[config.mk]
export PLATFORM = sky130hd
export DESIGN_NAME = tdm_port_link_control
export DESIGN_NICKNAME = d
export VERILOG_FILES = /design/src/core/tdm_link_pkg.sv /design/src/core/tdm_port_link_control.sv
export SDC_FILE = /design/constraint.sdc
export NUM_CORES = 2
export LEC_CHECK = 0
export CAP_MARGIN = 5
export CORE_ASPECT_RATIO = 0.7
export CORE_MARGIN = 8
export CORE_UTILIZATION = 52
export DETAILED_ROUTE_END_ITERATION = 8
export DONT_BUFFER_PORTS = 1
export GPL_ROUTABILITY_DRIVEN = 0
export PLACE_DENSITY = 0.67
export SYNTH_ARGS = -nofsm -noshare
export SYNTH_HDL_FRONTEND = slang
export SYNTH_SLANG_ARGS = --single-unit
[constraint.sdc]
create_clock -name clk_i -period 27 [get_ports clk_i]
set_clock_uncertainty 0.2 [all_clocks]
set_input_delay 1.35 -clock clk_i [delete_from_list [all_inputs] [get_ports clk_i]]
set_output_delay 1.35 -clock clk_i [all_outputs]
set_load 0.01 [all_outputs]
[src/core/tdm_link_pkg.sv]
// Operation
// - disabled link sends mark unless receive loopback is set, gives core no received data
// - disable clears frame lock status
// - enabled link transmits full frames with management
// - enabled link locks on valid framing
// - rate write drops lock until clock matches
// - rate write resizes map, keeps assignments
// - assignments beyond shrunk frame lose path
// - composite rts from configuration bit only
// - composite dtr on from reset
// - receive and transmit loopback exclusive
// - receive loopback drives received data out
// - transmit loopback feeds transmit into receive
// - channel rates 1200 to 64000, fit bandwidth
// - high-speed interface forces synchronous timing
// - external clock samples txd on txce
// - cts follows rts delayed, or fixed
// - default dcd follows frame lock
// - alternative dcd follows far-end rts
// - local loop: txd to rxd, mark out
// - remote loop: channel returned, rxd mark
// - both channel loops may apply together
// - cts delay 0,3,7,13,26,53 ms
// - 400 frames per second, length scales
// - far-end rts dcd adds one slot
package tdm_link_pkg;
   localparam int CLK_PERIOD_NS = 5;
   localparam int MS_NS = 1000000;
   localparam int MS_CYC = MS_NS / CLK_PERIOD_NS;
   localparam int CLK_HZ = 200000000;
   localparam int LINK_STEP_HZ = 8000;
   localparam int LINK_BASE_CYC = CLK_HZ / LINK_STEP_HZ;
   localparam int FRAME_HZ = 400;
   localparam logic [8:0] BITS_PER_STEP = 9'(LINK_STEP_HZ / FRAME_HZ);
   localparam logic [8:0] OVH_SLOTS = 9'(1600 / FRAME_HZ);
   localparam logic [8:0] MGMT_SLOTS = 9'(1200 / FRAME_HZ);
   // register offsets (byte addresses)
   localparam logic [7:0] CTRL_OFF = 8'h00;
   localparam logic [7:0] RATE_OFF = 8'h04;
   localparam logic [7:0] STAT_OFF = 8'h08;
   localparam logic [7:0] FRAME_OFF = 8'h0c;
   localparam logic [7:0] CH_BASE = 8'h40;
   localparam int CH_STRIDE_SH = 3;
   // control bits
   localparam int CTRL_EN = 0;
   localparam int CTRL_RTS = 1;
   localparam int CTRL_RXLP = 2;
   localparam int CTRL_TXLP = 3;
   // status bits
   localparam int ST_LOCK = 0;
   localparam int ST_RATE_OK = 1;
   localparam int ST_LOST = 2;
   localparam int ST_BW_OK = 3;
   // channel config fields
   localparam int CF_RATE_LSB = 0;
   localparam int CF_HS = 4;
   localparam int CF_SYNC = 5;
   localparam int CF_EXTCLK = 6;
   localparam int CF_CTS_LSB = 7;
   localparam int CF_DLY_LSB = 9;
   localparam int CF_DCDFAR = 12;
   localparam int CF_LLOOP = 13;
   localparam int CF_RLOOP = 14;
   localparam int CF_W = 15;
   localparam logic [1:0] CTS_FOLLOW = 2'h0;
   localparam logic [1:0] CTS_ON = 2'h1;
   localparam logic [4:0] RATE_RST = 5'h01;
   localparam logic [3:0] ASYNC_MAX_CODE = 4'h8;

   // slots per frame for each rate code (rate / 400)
   function automatic logic [8:0] rate_slots(input logic [3:0] code);
      case (code)
         4'h0: rate_slots = 9'h003;
         4'h1: rate_slots = 9'h006;
         4'h2: rate_slots = 9'h00c;
         4'h3: rate_slots = 9'h012;
         4'h4: rate_slots = 9'h018;
         4'h5: rate_slots = 9'h024;
         4'h6: rate_slots = 9'h030;
         4'h7: rate_slots = 9'h048;
         4'h8: rate_slots = 9'h060;
         4'h9: rate_slots = 9'h078;
         4'ha: rate_slots = 9'h0a0;
         default: rate_slots = 9'h000;
      endcase
   endfunction : rate_slots

   function automatic logic [5:0] delay_ms(input logic [2:0] sel);
      case (sel)
         3'h0: delay_ms = 6'h00;
         3'h1: delay_ms = 6'h03;
         3'h2: delay_ms = 6'h07;
         3'h3: delay_ms = 6'h0d;
         3'h4: delay_ms = 6'h1a;
         default: delay_ms = 6'h35;
      endcase
   endfunction : delay_ms
endpackage : tdm_link_pkg

[src/core/tdm_port_link_control.sv]
`timescale 1ns/1ps
module tdm_port_link_control #(
   parameter int NCH = 16,
   parameter int MS_CYCLES = tdm_link_pkg::MS_CYC,
   parameter int LINK_BASE = tdm_link_pkg::LINK_BASE_CYC
) (
   input wire logic clk_i,
   input wire logic rst_i,
   // wishbone slave
   input wire logic wb_cyc_i,
   input wire logic wb_stb_i,
   input wire logic wb_we_i,
   input wire logic [7:0] wb_adr_i,
   input wire logic [3:0] wb_sel_i,
   input wire logic [31:0] wb_dat_i,
   output logic [31:0] wb_dat_o,
   output logic wb_ack_o,
   // composite port pins
   input wire logic comp_rxc_i,
   input wire logic comp_rxd_i,
   output logic comp_txd_o,
   output logic comp_rts_o,
   output logic comp_dtr_o,
   // mux core, same clock
   input wire logic core_tx_bit_i,
   input wire logic core_framing_ok_i,
   output logic core_rx_bit_o,
   output logic core_rx_valid_o,
   output logic core_bit_tick_o,
   output logic [8:0] core_slot_o,
   output logic core_frame_start_o,
   output logic core_mgmt_slot_o,
   output logic frame_lock_o,
   output logic [NCH-1:0] ch_path_valid_o,
   output logic [NCH*9-1:0] ch_start_o,
   output logic [NCH*9-1:0] ch_len_o,
   output logic [NCH-1:0] ch_sync_o,
   input wire logic [NCH-1:0] ch_txc_en_i,
   input wire logic [NCH-1:0] ch_from_link_i,
   input wire logic [NCH-1:0] ch_far_rts_i,
   output logic [NCH-1:0] ch_to_link_o,
   // channel port pins
   input wire logic [NCH-1:0] port_txd_i,
   input wire logic [NCH-1:0] port_txce_i,
   input wire logic [NCH-1:0] port_rts_i,
   output logic [NCH-1:0] port_rxd_o,
   output logic [NCH-1:0] port_cts_o,
   output logic [NCH-1:0] port_dcd_o
);
   //--------------------------------------------------------------
   // registers and bus
   //--------------------------------------------------------------
   logic [3:0] ctrl_reg;
   logic [4:0] rate_reg;
   logic lost_reg;
   logic lock_reg;
   logic rate_ok_reg;
   logic rate_wr;
   logic [8:0] frame_size;
   logic [tdm_link_pkg::CF_W-1:0] cfg_reg [NCH];
   logic [NCH-1:0] alloc_reg;
   logic [8:0] start_reg [NCH];
   logic [8:0] slots [NCH];
   logic [11:0] bw_sum;
   logic bw_ok;
   logic wb_req;
   logic wr_en;
   logic [7:0] ch_off;
   logic [3:0] ch_idx;
   logic ch_hit;
   logic [31:0] rd_data;

   assign wb_req = wb_cyc_i & wb_stb_i & ~wb_ack_o;
   assign wr_en = wb_req & wb_we_i & wb_sel_i[0];
   assign ch_off = wb_adr_i - tdm_link_pkg::CH_BASE;
   assign ch_idx = ch_off[tdm_link_pkg::CH_STRIDE_SH +: 4];
   assign ch_hit = (wb_adr_i >= tdm_link_pkg::CH_BASE) && (int'(ch_idx) < NCH)
      && (ch_off[7:tdm_link_pkg::CH_STRIDE_SH] < 5'(NCH)) && (wb_adr_i[1:0] == 2'h0);
   assign rate_wr = wr_en && (wb_adr_i == tdm_link_pkg::RATE_OFF);
   assign frame_size = 9'(rate_reg) * tdm_link_pkg::BITS_PER_STEP;

   always_ff @(posedge clk_i) begin
      if (rst_i) begin
         wb_ack_o <= 1'b0;
      end else begin
         wb_ack_o <= wb_req;
      end
   end

   always_ff @(posedge clk_i) begin
      if (rst_i) begin
         ctrl_reg <= 4'h0;
      end else if (wr_en && wb_adr_i == tdm_link_pkg::CTRL_OFF) begin
         ctrl_reg[tdm_link_pkg::CTRL_EN] <= wb_dat_i[tdm_link_pkg::CTRL_EN];
         ctrl_reg[tdm_link_pkg::CTRL_RTS] <= wb_dat_i[tdm_link_pkg::CTRL_RTS];
         ctrl_reg[tdm_link_pkg::CTRL_RXLP] <= wb_dat_i[tdm_link_pkg::CTRL_RXLP];
         ctrl_reg[tdm_link_pkg::CTRL_TXLP] <= wb_dat_i[tdm_link_pkg::CTRL_TXLP]
            & ~wb_dat_i[tdm_link_pkg::CTRL_RXLP];
      end
   end

   always_ff @(posedge clk_i) begin
      if (rst_i) begin
         rate_reg <= tdm_link_pkg::RATE_RST;
      end else if (rate_wr && wb_dat_i[4:0] != 5'h00 && wb_dat_i[4:0] <= 5'h10) begin
         rate_reg <= wb_dat_i[4:0];
      end
   end

   always_comb begin
      rd_data = 32'h0000_0000;
      if (ch_hit) begin
         if (ch_off[2] == 1'b0) begin
            rd_data[tdm_link_pkg::CF_W-1:0] = cfg_reg[ch_idx];
         end else begin
            rd_data[9:0] = {start_reg[ch_idx], alloc_reg[ch_idx]};
            rd_data[16] = ch_path_valid_o[ch_idx];
         end
      end else begin
         case (wb_adr_i)
            tdm_link_pkg::CTRL_OFF: rd_data[3:0] = ctrl_reg;
            tdm_link_pkg::RATE_OFF: rd_data[4:0] = rate_reg;
            tdm_link_pkg::STAT_OFF: begin
               rd_data[tdm_link_pkg::ST_LOCK] = lock_reg;
               rd_data[tdm_link_pkg::ST_RATE_OK] = rate_ok_reg;
               rd_data[tdm_link_pkg::ST_LOST] = lost_reg;
               rd_data[tdm_link_pkg::ST_BW_OK] = bw_ok;
            end
            tdm_link_pkg::FRAME_OFF: begin
               rd_data[8:0] = frame_size;
               rd_data[27:16] = bw_sum;
            end
            default: rd_data = 32'h0000_0000;
         endcase
      end
   end

   always_ff @(posedge clk_i) begin
      if (rst_i) begin
         wb_dat_o <= 32'h0000_0000;
      end else if (wb_req) begin
         wb_dat_o <= rd_data;
      end
   end

   //--------------------------------------------------------------
   // composite link clock measurement
   //--------------------------------------------------------------
   logic [2:0] rxc_sync;
   logic [1:0] rxd_sync;
   logic link_edge;
   logic [16:0] period_cnt;
   logic [21:0] period_scaled;
   logic [21:0] base_w;

   always_ff @(posedge clk_i) begin
      if (rst_i) begin
         rxc_sync <= 3'h0;
         rxd_sync <= 2'h3;
      end else begin
         rxc_sync <= {rxc_sync[1:0], comp_rxc_i};
         rxd_sync <= {rxd_sync[0], comp_rxd_i};
      end
   end

   assign link_edge = rxc_sync[1] & ~rxc_sync[2];
   assign base_w = 22'(LINK_BASE);
   assign period_scaled = 22'(period_cnt) * 22'(rate_reg);

   always_ff @(posedge clk_i) begin
      if (rst_i || rate_wr) begin
         period_cnt <= 17'h0_0000;
         rate_ok_reg <= 1'b0;
      end else if (link_edge) begin
         period_cnt <= 17'h0_0001;
         // a sixteenth tolerance absorbs sampling jitter of one clock
         rate_ok_reg <= (period_scaled + (base_w >> 4) >= base_w)
            && (period_scaled <= base_w + (base_w >> 4));
      end else if (period_cnt[16]) begin
         // link clock stopped: no longer a valid rate
         rate_ok_reg <= 1'b0;
      end else begin
         period_cnt <= period_cnt + 17'h0_0001;
      end
   end

   //--------------------------------------------------------------
   // frame timing and lock
   //--------------------------------------------------------------
   logic [8:0] slot_cnt;
   logic en;

   assign en = ctrl_reg[tdm_link_pkg::CTRL_EN];

   always_ff @(posedge clk_i) begin
      if (rst_i || !en) begin
         slot_cnt <= 9'h000;
         core_frame_start_o <= 1'b0;
         core_mgmt_slot_o <= 1'b0;
         core_bit_tick_o <= 1'b0;
         core_slot_o <= 9'h000;
      end else begin
         core_bit_tick_o <= link_edge;
         core_frame_start_o <= link_edge && slot_cnt == 9'h000;
         core_mgmt_slot_o <= link_edge && slot_cnt != 9'h000
            && slot_cnt <= tdm_link_pkg::MGMT_SLOTS;
         if (link_edge) begin
            core_slot_o <= slot_cnt;
            slot_cnt <= (slot_cnt + 9'h001 >= frame_size) ? 9'h000 : slot_cnt + 9'h001;
         end
      end
   end

   // lock needs enable, rate and framing
   always_ff @(posedge clk_i) begin
      if (rst_i || !en || rate_wr) begin
         lock_reg <= 1'b0;
      end else begin
         lock_reg <= rate_ok_reg & core_framing_ok_i;
      end
   end

   always_ff @(posedge clk_i) begin
      if (rst_i) begin
         lost_reg <= 1'b0;
      end else if (lock_reg && !(en && !rate_wr && rate_ok_reg && core_framing_ok_i)) begin
         lost_reg <= 1'b1;
      end else if (wr_en && wb_adr_i == tdm_link_pkg::STAT_OFF
            && wb_dat_i[tdm_link_pkg::ST_LOST]) begin
         lost_reg <= 1'b0;
      end
   end

   //--------------------------------------------------------------
   // composite data paths and leads
   //--------------------------------------------------------------
   always_ff @(posedge clk_i) begin
      if (rst_i) begin
         comp_txd_o <= 1'b1;
         core_rx_bit_o <= 1'b1;
         core_rx_valid_o <= 1'b0;
         comp_rts_o <= 1'b0;
         comp_dtr_o <= 1'b0;
         frame_lock_o <= 1'b0;
      end else begin
         comp_dtr_o <= 1'b1;
         comp_rts_o <= ctrl_reg[tdm_link_pkg::CTRL_RTS];
         frame_lock_o <= lock_reg;
         if (ctrl_reg[tdm_link_pkg::CTRL_RXLP]) begin
            comp_txd_o <= rxd_sync[1];
         end else begin
            comp_txd_o <= en ? core_tx_bit_i : 1'b1;
         end
         core_rx_valid_o <= en & link_edge;
         if (!en) begin
            core_rx_bit_o <= 1'b1;
         end else if (ctrl_reg[tdm_link_pkg::CTRL_TXLP]) begin
            core_rx_bit_o <= core_tx_bit_i;
         end else begin
            core_rx_bit_o <= rxd_sync[1];
         end
      end
   end

   //--------------------------------------------------------------
   // millisecond tick for cts delays
   //--------------------------------------------------------------
   logic [$clog2(MS_CYCLES+1)-1:0] ms_cnt;
   logic ms_tick;

   always_ff @(posedge clk_i) begin
      if (rst_i) begin
         ms_cnt <= '0;
         ms_tick <= 1'b0;
      end else begin
         ms_tick <= (ms_cnt == ($bits(ms_cnt))'(MS_CYCLES - 1));
         ms_cnt <= (ms_cnt == ($bits(ms_cnt))'(MS_CYCLES - 1)) ? '0 : ms_cnt + 1'b1;
      end
   end

   //--------------------------------------------------------------
   // bandwidth total
   //--------------------------------------------------------------
   // allocated slots must fit frame
   always_comb begin
      bw_sum = 12'(tdm_link_pkg::OVH_SLOTS);
      for (int i = 0; i < NCH; i++) begin
         if (alloc_reg[i]) begin
            bw_sum = bw_sum + 12'(slots[i]);
         end
      end
   end
   assign bw_ok = bw_sum <= 12'(frame_size);

   //--------------------------------------------------------------
   // channel ports
   //--------------------------------------------------------------
   for (genvar c = 0; c < NCH; c++) begin : g_ch
      logic [1:0] txd_s;
      logic [1:0] rts_s;
      logic [2:0] txce_s;
      logic tx_bit_reg;
      logic [5:0] dly_cnt;
      logic [tdm_link_pkg::CF_W-1:0] cfg;
      logic cfg_wr;
      logic alloc_wr;
      logic [9:0] end_slot;
      logic lloop;
      logic rloop;

      assign cfg = cfg_reg[c];
      assign cfg_wr = wr_en && ch_hit && int'(ch_idx) == c && !ch_off[2];
      assign alloc_wr = wr_en && ch_hit && int'(ch_idx) == c && ch_off[2];
      assign lloop = cfg[tdm_link_pkg::CF_LLOOP];
      assign rloop = cfg[tdm_link_pkg::CF_RLOOP];
      assign slots[c] = tdm_link_pkg::rate_slots(cfg[tdm_link_pkg::CF_RATE_LSB +: 4])
         + {8'h00, cfg[tdm_link_pkg::CF_DCDFAR]};
      assign end_slot = {1'b0, start_reg[c]} + {1'b0, slots[c]};

      always_ff @(posedge clk_i) begin
         if (rst_i) begin
            cfg_reg[c] <= '0;
         end else if (cfg_wr) begin
            cfg_reg[c] <= wb_dat_i[tdm_link_pkg::CF_W-1:0];
            cfg_reg[c][tdm_link_pkg::CF_SYNC] <= wb_dat_i[tdm_link_pkg::CF_SYNC]
               | wb_dat_i[tdm_link_pkg::CF_HS];
            // async tops out at the lower rates
            if (!(wb_dat_i[tdm_link_pkg::CF_SYNC] | wb_dat_i[tdm_link_pkg::CF_HS])
                  && wb_dat_i[3:0] > tdm_link_pkg::ASYNC_MAX_CODE) begin
               cfg_reg[c][3:0] <= tdm_link_pkg::ASYNC_MAX_CODE;
            end
         end
      end

      always_ff @(posedge clk_i) begin
         if (rst_i) begin
            alloc_reg[c] <= 1'b0;
            start_reg[c] <= 9'h000;
         end else if (alloc_wr) begin
            alloc_reg[c] <= wb_dat_i[0];
            start_reg[c] <= wb_dat_i[9:1];
         end
      end

      always_ff @(posedge clk_i) begin
         if (rst_i) begin
            txd_s <= 2'h3;
            rts_s <= 2'h0;
            txce_s <= 3'h0;
         end else begin
            txd_s <= {txd_s[0], port_txd_i[c]};
            rts_s <= {rts_s[0], port_rts_i[c]};
            txce_s <= {txce_s[1:0], port_txce_i[c]};
         end
      end

      always_ff @(posedge clk_i) begin
         if (rst_i) begin
            tx_bit_reg <= 1'b1;
         end else if (cfg[tdm_link_pkg::CF_EXTCLK] ? (txce_s[1] & ~txce_s[2])
               : ch_txc_en_i[c]) begin
            tx_bit_reg <= txd_s[1];
         end
      end

      // delay counts in ms, drop is immediate
      always_ff @(posedge clk_i) begin
         if (rst_i || !rts_s[1]) begin
            dly_cnt <= 6'h00;
         end else if (ms_tick && dly_cnt != 6'h3f) begin
            dly_cnt <= dly_cnt + 6'h01;
         end
      end

      always_ff @(posedge clk_i) begin
         if (rst_i) begin
            port_cts_o[c] <= 1'b0;
            port_dcd_o[c] <= 1'b0;
            port_rxd_o[c] <= 1'b1;
            ch_to_link_o[c] <= 1'b1;
            ch_path_valid_o[c] <= 1'b0;
            ch_start_o[c*9 +: 9] <= 9'h000;
            ch_len_o[c*9 +: 9] <= 9'h000;
            ch_sync_o[c] <= 1'b0;
         end else begin
            case (cfg[tdm_link_pkg::CF_CTS_LSB +: 2])
               tdm_link_pkg::CTS_FOLLOW: port_cts_o[c] <= rts_s[1] && dly_cnt
                  >= tdm_link_pkg::delay_ms(cfg[tdm_link_pkg::CF_DLY_LSB +: 3]);
               tdm_link_pkg::CTS_ON: port_cts_o[c] <= 1'b1;
               default: port_cts_o[c] <= 1'b0;
            endcase
            port_dcd_o[c] <= cfg[tdm_link_pkg::CF_DCDFAR] ? ch_far_rts_i[c] : lock_reg;
            port_rxd_o[c] <= lloop ? txd_s[1] : (rloop ? 1'b1 : ch_from_link_i[c]);
            ch_to_link_o[c] <= rloop ? ch_from_link_i[c] : (lloop ? 1'b1 : tx_bit_reg);
            // slots past frame end lose path
            ch_path_valid_o[c] <= alloc_reg[c] && start_reg[c] >= tdm_link_pkg::OVH_SLOTS
               && end_slot <= {1'b0, frame_size};
            ch_start_o[c*9 +: 9] <= start_reg[c];
            ch_len_o[c*9 +: 9] <= slots[c];
            ch_sync_o[c] <= cfg[tdm_link_pkg::CF_SYNC];
         end
      end
   end
endmodule : tdm_port_link_control

# After elaboration in Yosys (flattened, before gate mapping)
# Memory sizes are Yosys's and may differ from the RTL's.
# Cells that the tools add are included.
# word_totals
reg_bits,736
mem_bits_rw,384
out_inout_bits,435
wordCells,1246
input_bits,149
mem_bits_ro,2048
memories,18
# classes
addsub,69
multipliers,2
magnitude_cmp,58
n_bitwise,109
reduce_logical,213
mux,412
n_eq_ne,116
# mem_list
name,words,width,rd,rd_clocked_by_memory_dff,write_ports,line,rtl
cfg_reg,16,15,17,0,16,tdm_port_link_control.sv:60,logic [tdm_link_pkg::CF_W-1:0] cfg_reg [NCH];
start_reg,16,9,17,0,16,tdm_port_link_control.sv:62,logic [8:0] start_reg [NCH];
(no name shown),16,8,1,0,0,tdm_link_pkg.sv:72,case (code)
(no name shown),16,8,1,0,0,tdm_link_pkg.sv:72,
(no name shown),16,8,1,0,0,tdm_link_pkg.sv:72,
(no name shown),16,8,1,0,0,tdm_link_pkg.sv:72,
+12 memories,n/a,n/a,n/a,n/a,n/a,n/a,
# op_table
cell,count
$pmux W6 S5,16
$mux W1,272
$mux W15,17
$mux W12,16
$mux W6,32
$add A12 B9 Y12,15
$add A9 B9 Y10,16
$le A10 B9 Y1,16
$mux W9,17
$add A9 B1 Y9,16
$ge A9 B3 Y1 const B,16
$logic_and A1 B1 Y1,130
$add A6 B1 Y6 const B,16
$eq A3 B2 Y1 const B,32
$ge A6 B6 Y1,16
$ne A6 B6 Y1 const B,16
$mux W4,17
$or A1 B1 Y1,65
$eq A3 B1 Y1 const B,16
$eq A3 B3 Y1 const B,16
$logic_not A3 Y1,16
$logic_not A2 Y1,17
$pmux W1 S2,17
$eq A2 B1 Y1 const B,16
43 further kinds,140

# Depth between registers and ports, before layout
# An unclocked memory read counts as a cell.
# logic_depth
word_depth,38
depth_mapped,98
ltp_nobuf,98

# Worst setup path before layout
# No wires, ideal clock.
# synth_path
path_type,register to register
from,mem cfg_reg[0][0] (netlist name)
to,reg wb_dat_o[3]
slack_ns,11.376
path_buffers,0
setup_time_ns,0.096
t_required_ns,26.704
synth_period_minus_slack_ns,15.624
stages_incl_launch_ff,94
t_arrival_ns,15.328
path_cell_list,edfxtp_1 inv_1 ha_1 nand2b_1 a21oi_1 o2111a_1 or2_2 inv_1 ha_1 xor3_1 nand2_1 inv_1 ha_1 inv_1 xnor2_1 o21a_1 inv_1 ha_1 [... 58 more ...] nand3_1 o21a_1 inv_1 ha_1 a21oi_1 nor2b_1 o21ai_0 o21a_1 ha_1 nor2b_1 o21a_1 o21ai_0 nand2b_1 a21oi_1 nor2_1 o21ai_2 xnor2_1 o41ai_2
# synth_rtl
item,line,rtl
from (decl),tdm_port_link_control.sv:60,
to (signal assigned),tdm_port_link_control.sv:142,wb_dat_o <= rd_data;
to (decl),tdm_port_link_control.sv:16,"output logic [31:0] wb_dat_o,"

==> reports/summary.txt <==
Most frequent cells in the layout = dfxtp_1 (731), ha_1 (675), nor2_1 (535)
Dpl cell area = 68400 um^2
Max VDD drop = 0.0000614 V
Routed wire length = 216 mm
Final Non-Filler Cells = 8543
Switch share = 0.255
Vias in the first global route = 48300
Pleak = 31.1 nW
PD cells = 54.4 nW/um^2
Max_cap viols = 0
WP data required = 27.46 ns
Async S/R FF share, synth = 0
Cell-internal power = 2.93 mW
Minimum clock period after layout = 18.70 ns
Max_slew headroom = 0.137
Final setup viols = 0
Drt first pass iters = 6
Post-CTS resize count = 0
CTS Hold Bufs = 0
CP peak stage delay = 0.83 ns
Layout area overhead = 8.33%
Clk_lat worst skew = 0.79 ns
Count of cell types in the netlist = 85
Worst setup path category = reg2reg
Most common cell after layout, fill and taps aside = dfxtp_1
Worst-Margin Slew = 1.28 ns
GRT overflow = 0
Setup ws final = 8.30 ns
Final Max Tran Viols = 0
Family with the most delay on the worst path = compound AO/OA/AOI/OAI gates
Routed WL per cell = 25.3 um
Synth Instances = 6852
Min-delay src = g_ch[11].txd_s[0]
Post-synthesis register bit count = 1116
Mapped Area = 66800 um^2
Critical path launch point type = flip-flop
WHS Path Cells = 1
Tcrit/Tclk final = 0.693
CP bufs+invs = 7
Crit-path most repeated cell = ha_1
Share of cells above drive strength 1 = 0.0703
Iteration-0 DRC Markers = 5498
Total CTS buffers = 109
Max FO, Critical Path = 8
CTS tree = done
Post-synth EDFFs = 384
Post-CTS setup repair buffer count = 0
Ys Warns = 0
Fin. Hold Viols = 0
Largest register FFs = 240
Input/output buffers = 0
Initial Util = 0.522
Largest net degree at the start of global routing = 406
Critical-path top delay cell = mux2i_1
Primary FF master, synth = dfxtp_1
Die Footprint = 140000 um^2
Rows = 110
Vias/cell = 6.04
Initial antenna violation count = 21
Critical path depth in cells = 86
H-tree depth = 3
RSZ-0062 raised after global routing = no
Post-layout instance area = 72400 um^2
Clk pin slew, worst setup/hold paths = 0.07 ns
DRC Markers = 0
Highest clock rate = 0.0535 GHz
Setup WS pre-CTS = 8.81 ns
CTS Buffer Depth = 3
Combinational share of power = 0.099
Post-layout util = 0.565
HPWL after DPL = 161 mm
Worst Hold End = g_ch[11].txd_s[1]
Arr. time, crit path = 19.16 ns
Final ANT Viol Nets = 0
R2R depth = 86
Reg-to-Reg End = wb_dat_o[3]
GRT Total Usage = 0.296
Mean Syn Cell Area = 9.75 um^2
Post-synthesis sequential area ratio = 0.392
Outcome = finished clean
FF-to-FF Start = cfg_reg[0][0]
Core footprint = 128000 um^2
CP Launch Point = cfg_reg[0][0]
P_sw = 1.00 mW
CTS sink count = 1116
Clock root cell = clkbuf_16
# IOs = 584
Die X = 444 um
Via count = 51600
Flop pwr share = 0.474
First-pass GRT wire length = 315 mm
R2r setup slk = 8.30 ns
Clock power share = 0.427
Inst Count DP = 8330
HP Class = reg2reg
Nets = 7664
Die Ht = 316 um
Setup TNS = 0 ns
CP endpoint kind = flip-flop
# fillers = 11100
[how the worst max path moves through the flow]
stage,endpoint,slack (ns)
finish,wb_dat_o[3],8.30
global route,wb_dat_o[3],6.82
CTS,wb_dat_o[3],8.75
detailed placement,wb_dat_o[3],8.81
global placement,wb_dat_o[3],9.00
floorplan,wb_dat_o[3],11.38
[power groups by stage]
stage / sequential (mW) / combinational [mW] / clock, mW
after floorplan: 1.86 / 0.307 / 0
after global placement: 1.90 / 0.370 / 0
after detailed placement: 1.90 / 0.380 / 0
after CTS: 1.86 / 0.384 / 1.70
after global routing: 1.87 / 0.431 / 1.76
final: 1.87 / 0.390 / 1.68
[cell type report]
class / count / area (um^2) / share of cell area
flip-flops and latches: 1116 / 26200 / 0.362
repair buffers: 43 / 315 / 0.00436
clock buffers: 161 / 3460 / 0.0478
inverters: 357 / 1350 / 0.0186
clock inverters: 43 / 502 / 0.00693
diodes: 6 / 15.0 / 0.000208
multi-input cells: 5137 / 38400 / 0.531
well taps: 1680 / 2100 / 0.0291
[kinds of logic after synthesis]
kind of cell	synth area share
XOR/XNOR	0.0543
AO/OA/AOI/OAI	0.108
multiplexers	0.0638
buffers and inverters	0.0369
AND/OR/NAND/NOR	0.195
other	0.0000561
adder cells (fa/ha/maj)	0.149
flip-flops	0.392
[per-layer routing]
metal  part of all wire  vias to the layer above  global-route usage
met5            0.00021                        -                   0
met4              0.043                        8               0.113
met3               0.12                      425              0.0884
met2               0.42                     2443               0.440
met1               0.42                    24900               0.406
li1                   -                    23800                   -
[cell usage after synthesis, types with 76 or more instances]
cell,instances,share of area
dfxtp_1,732,0.22
ha_1,675,0.13
nor2_1,537,0.030
nand2_1,435,0.024
nor2b_1,417,0.039
edfxtp_1,384,0.17
a21oi_1,379,0.028
inv_1,356,0.020
o21ai_0,300,0.022
and2_1,277,0.026
clkbuf_1,272,0.015
and3_1,247,0.023
xnor2_1,211,0.028
xor2_1,187,0.025
nor3_1,136,0.010
mux4_2,131,0.044
nand2b_1,118,0.011
a21o_1,108,0.012
mux2i_1,102,0.015
fa_1,76,0.023
[per-stage QoR]
stage | hold WS (ns) | total power [mW]
2_1_floorplan | 0.189 | 2.17
5_1_grt | 0.216 | 4.06
3_5_place_dp | 0.193 | 2.28
4_1_cts | 0.206 | 3.95
3_3_place_gp | 0.192 | 2.27
6_report | 0.204 | 3.93
Note: power is estimated with default switching activity, not from simulation.
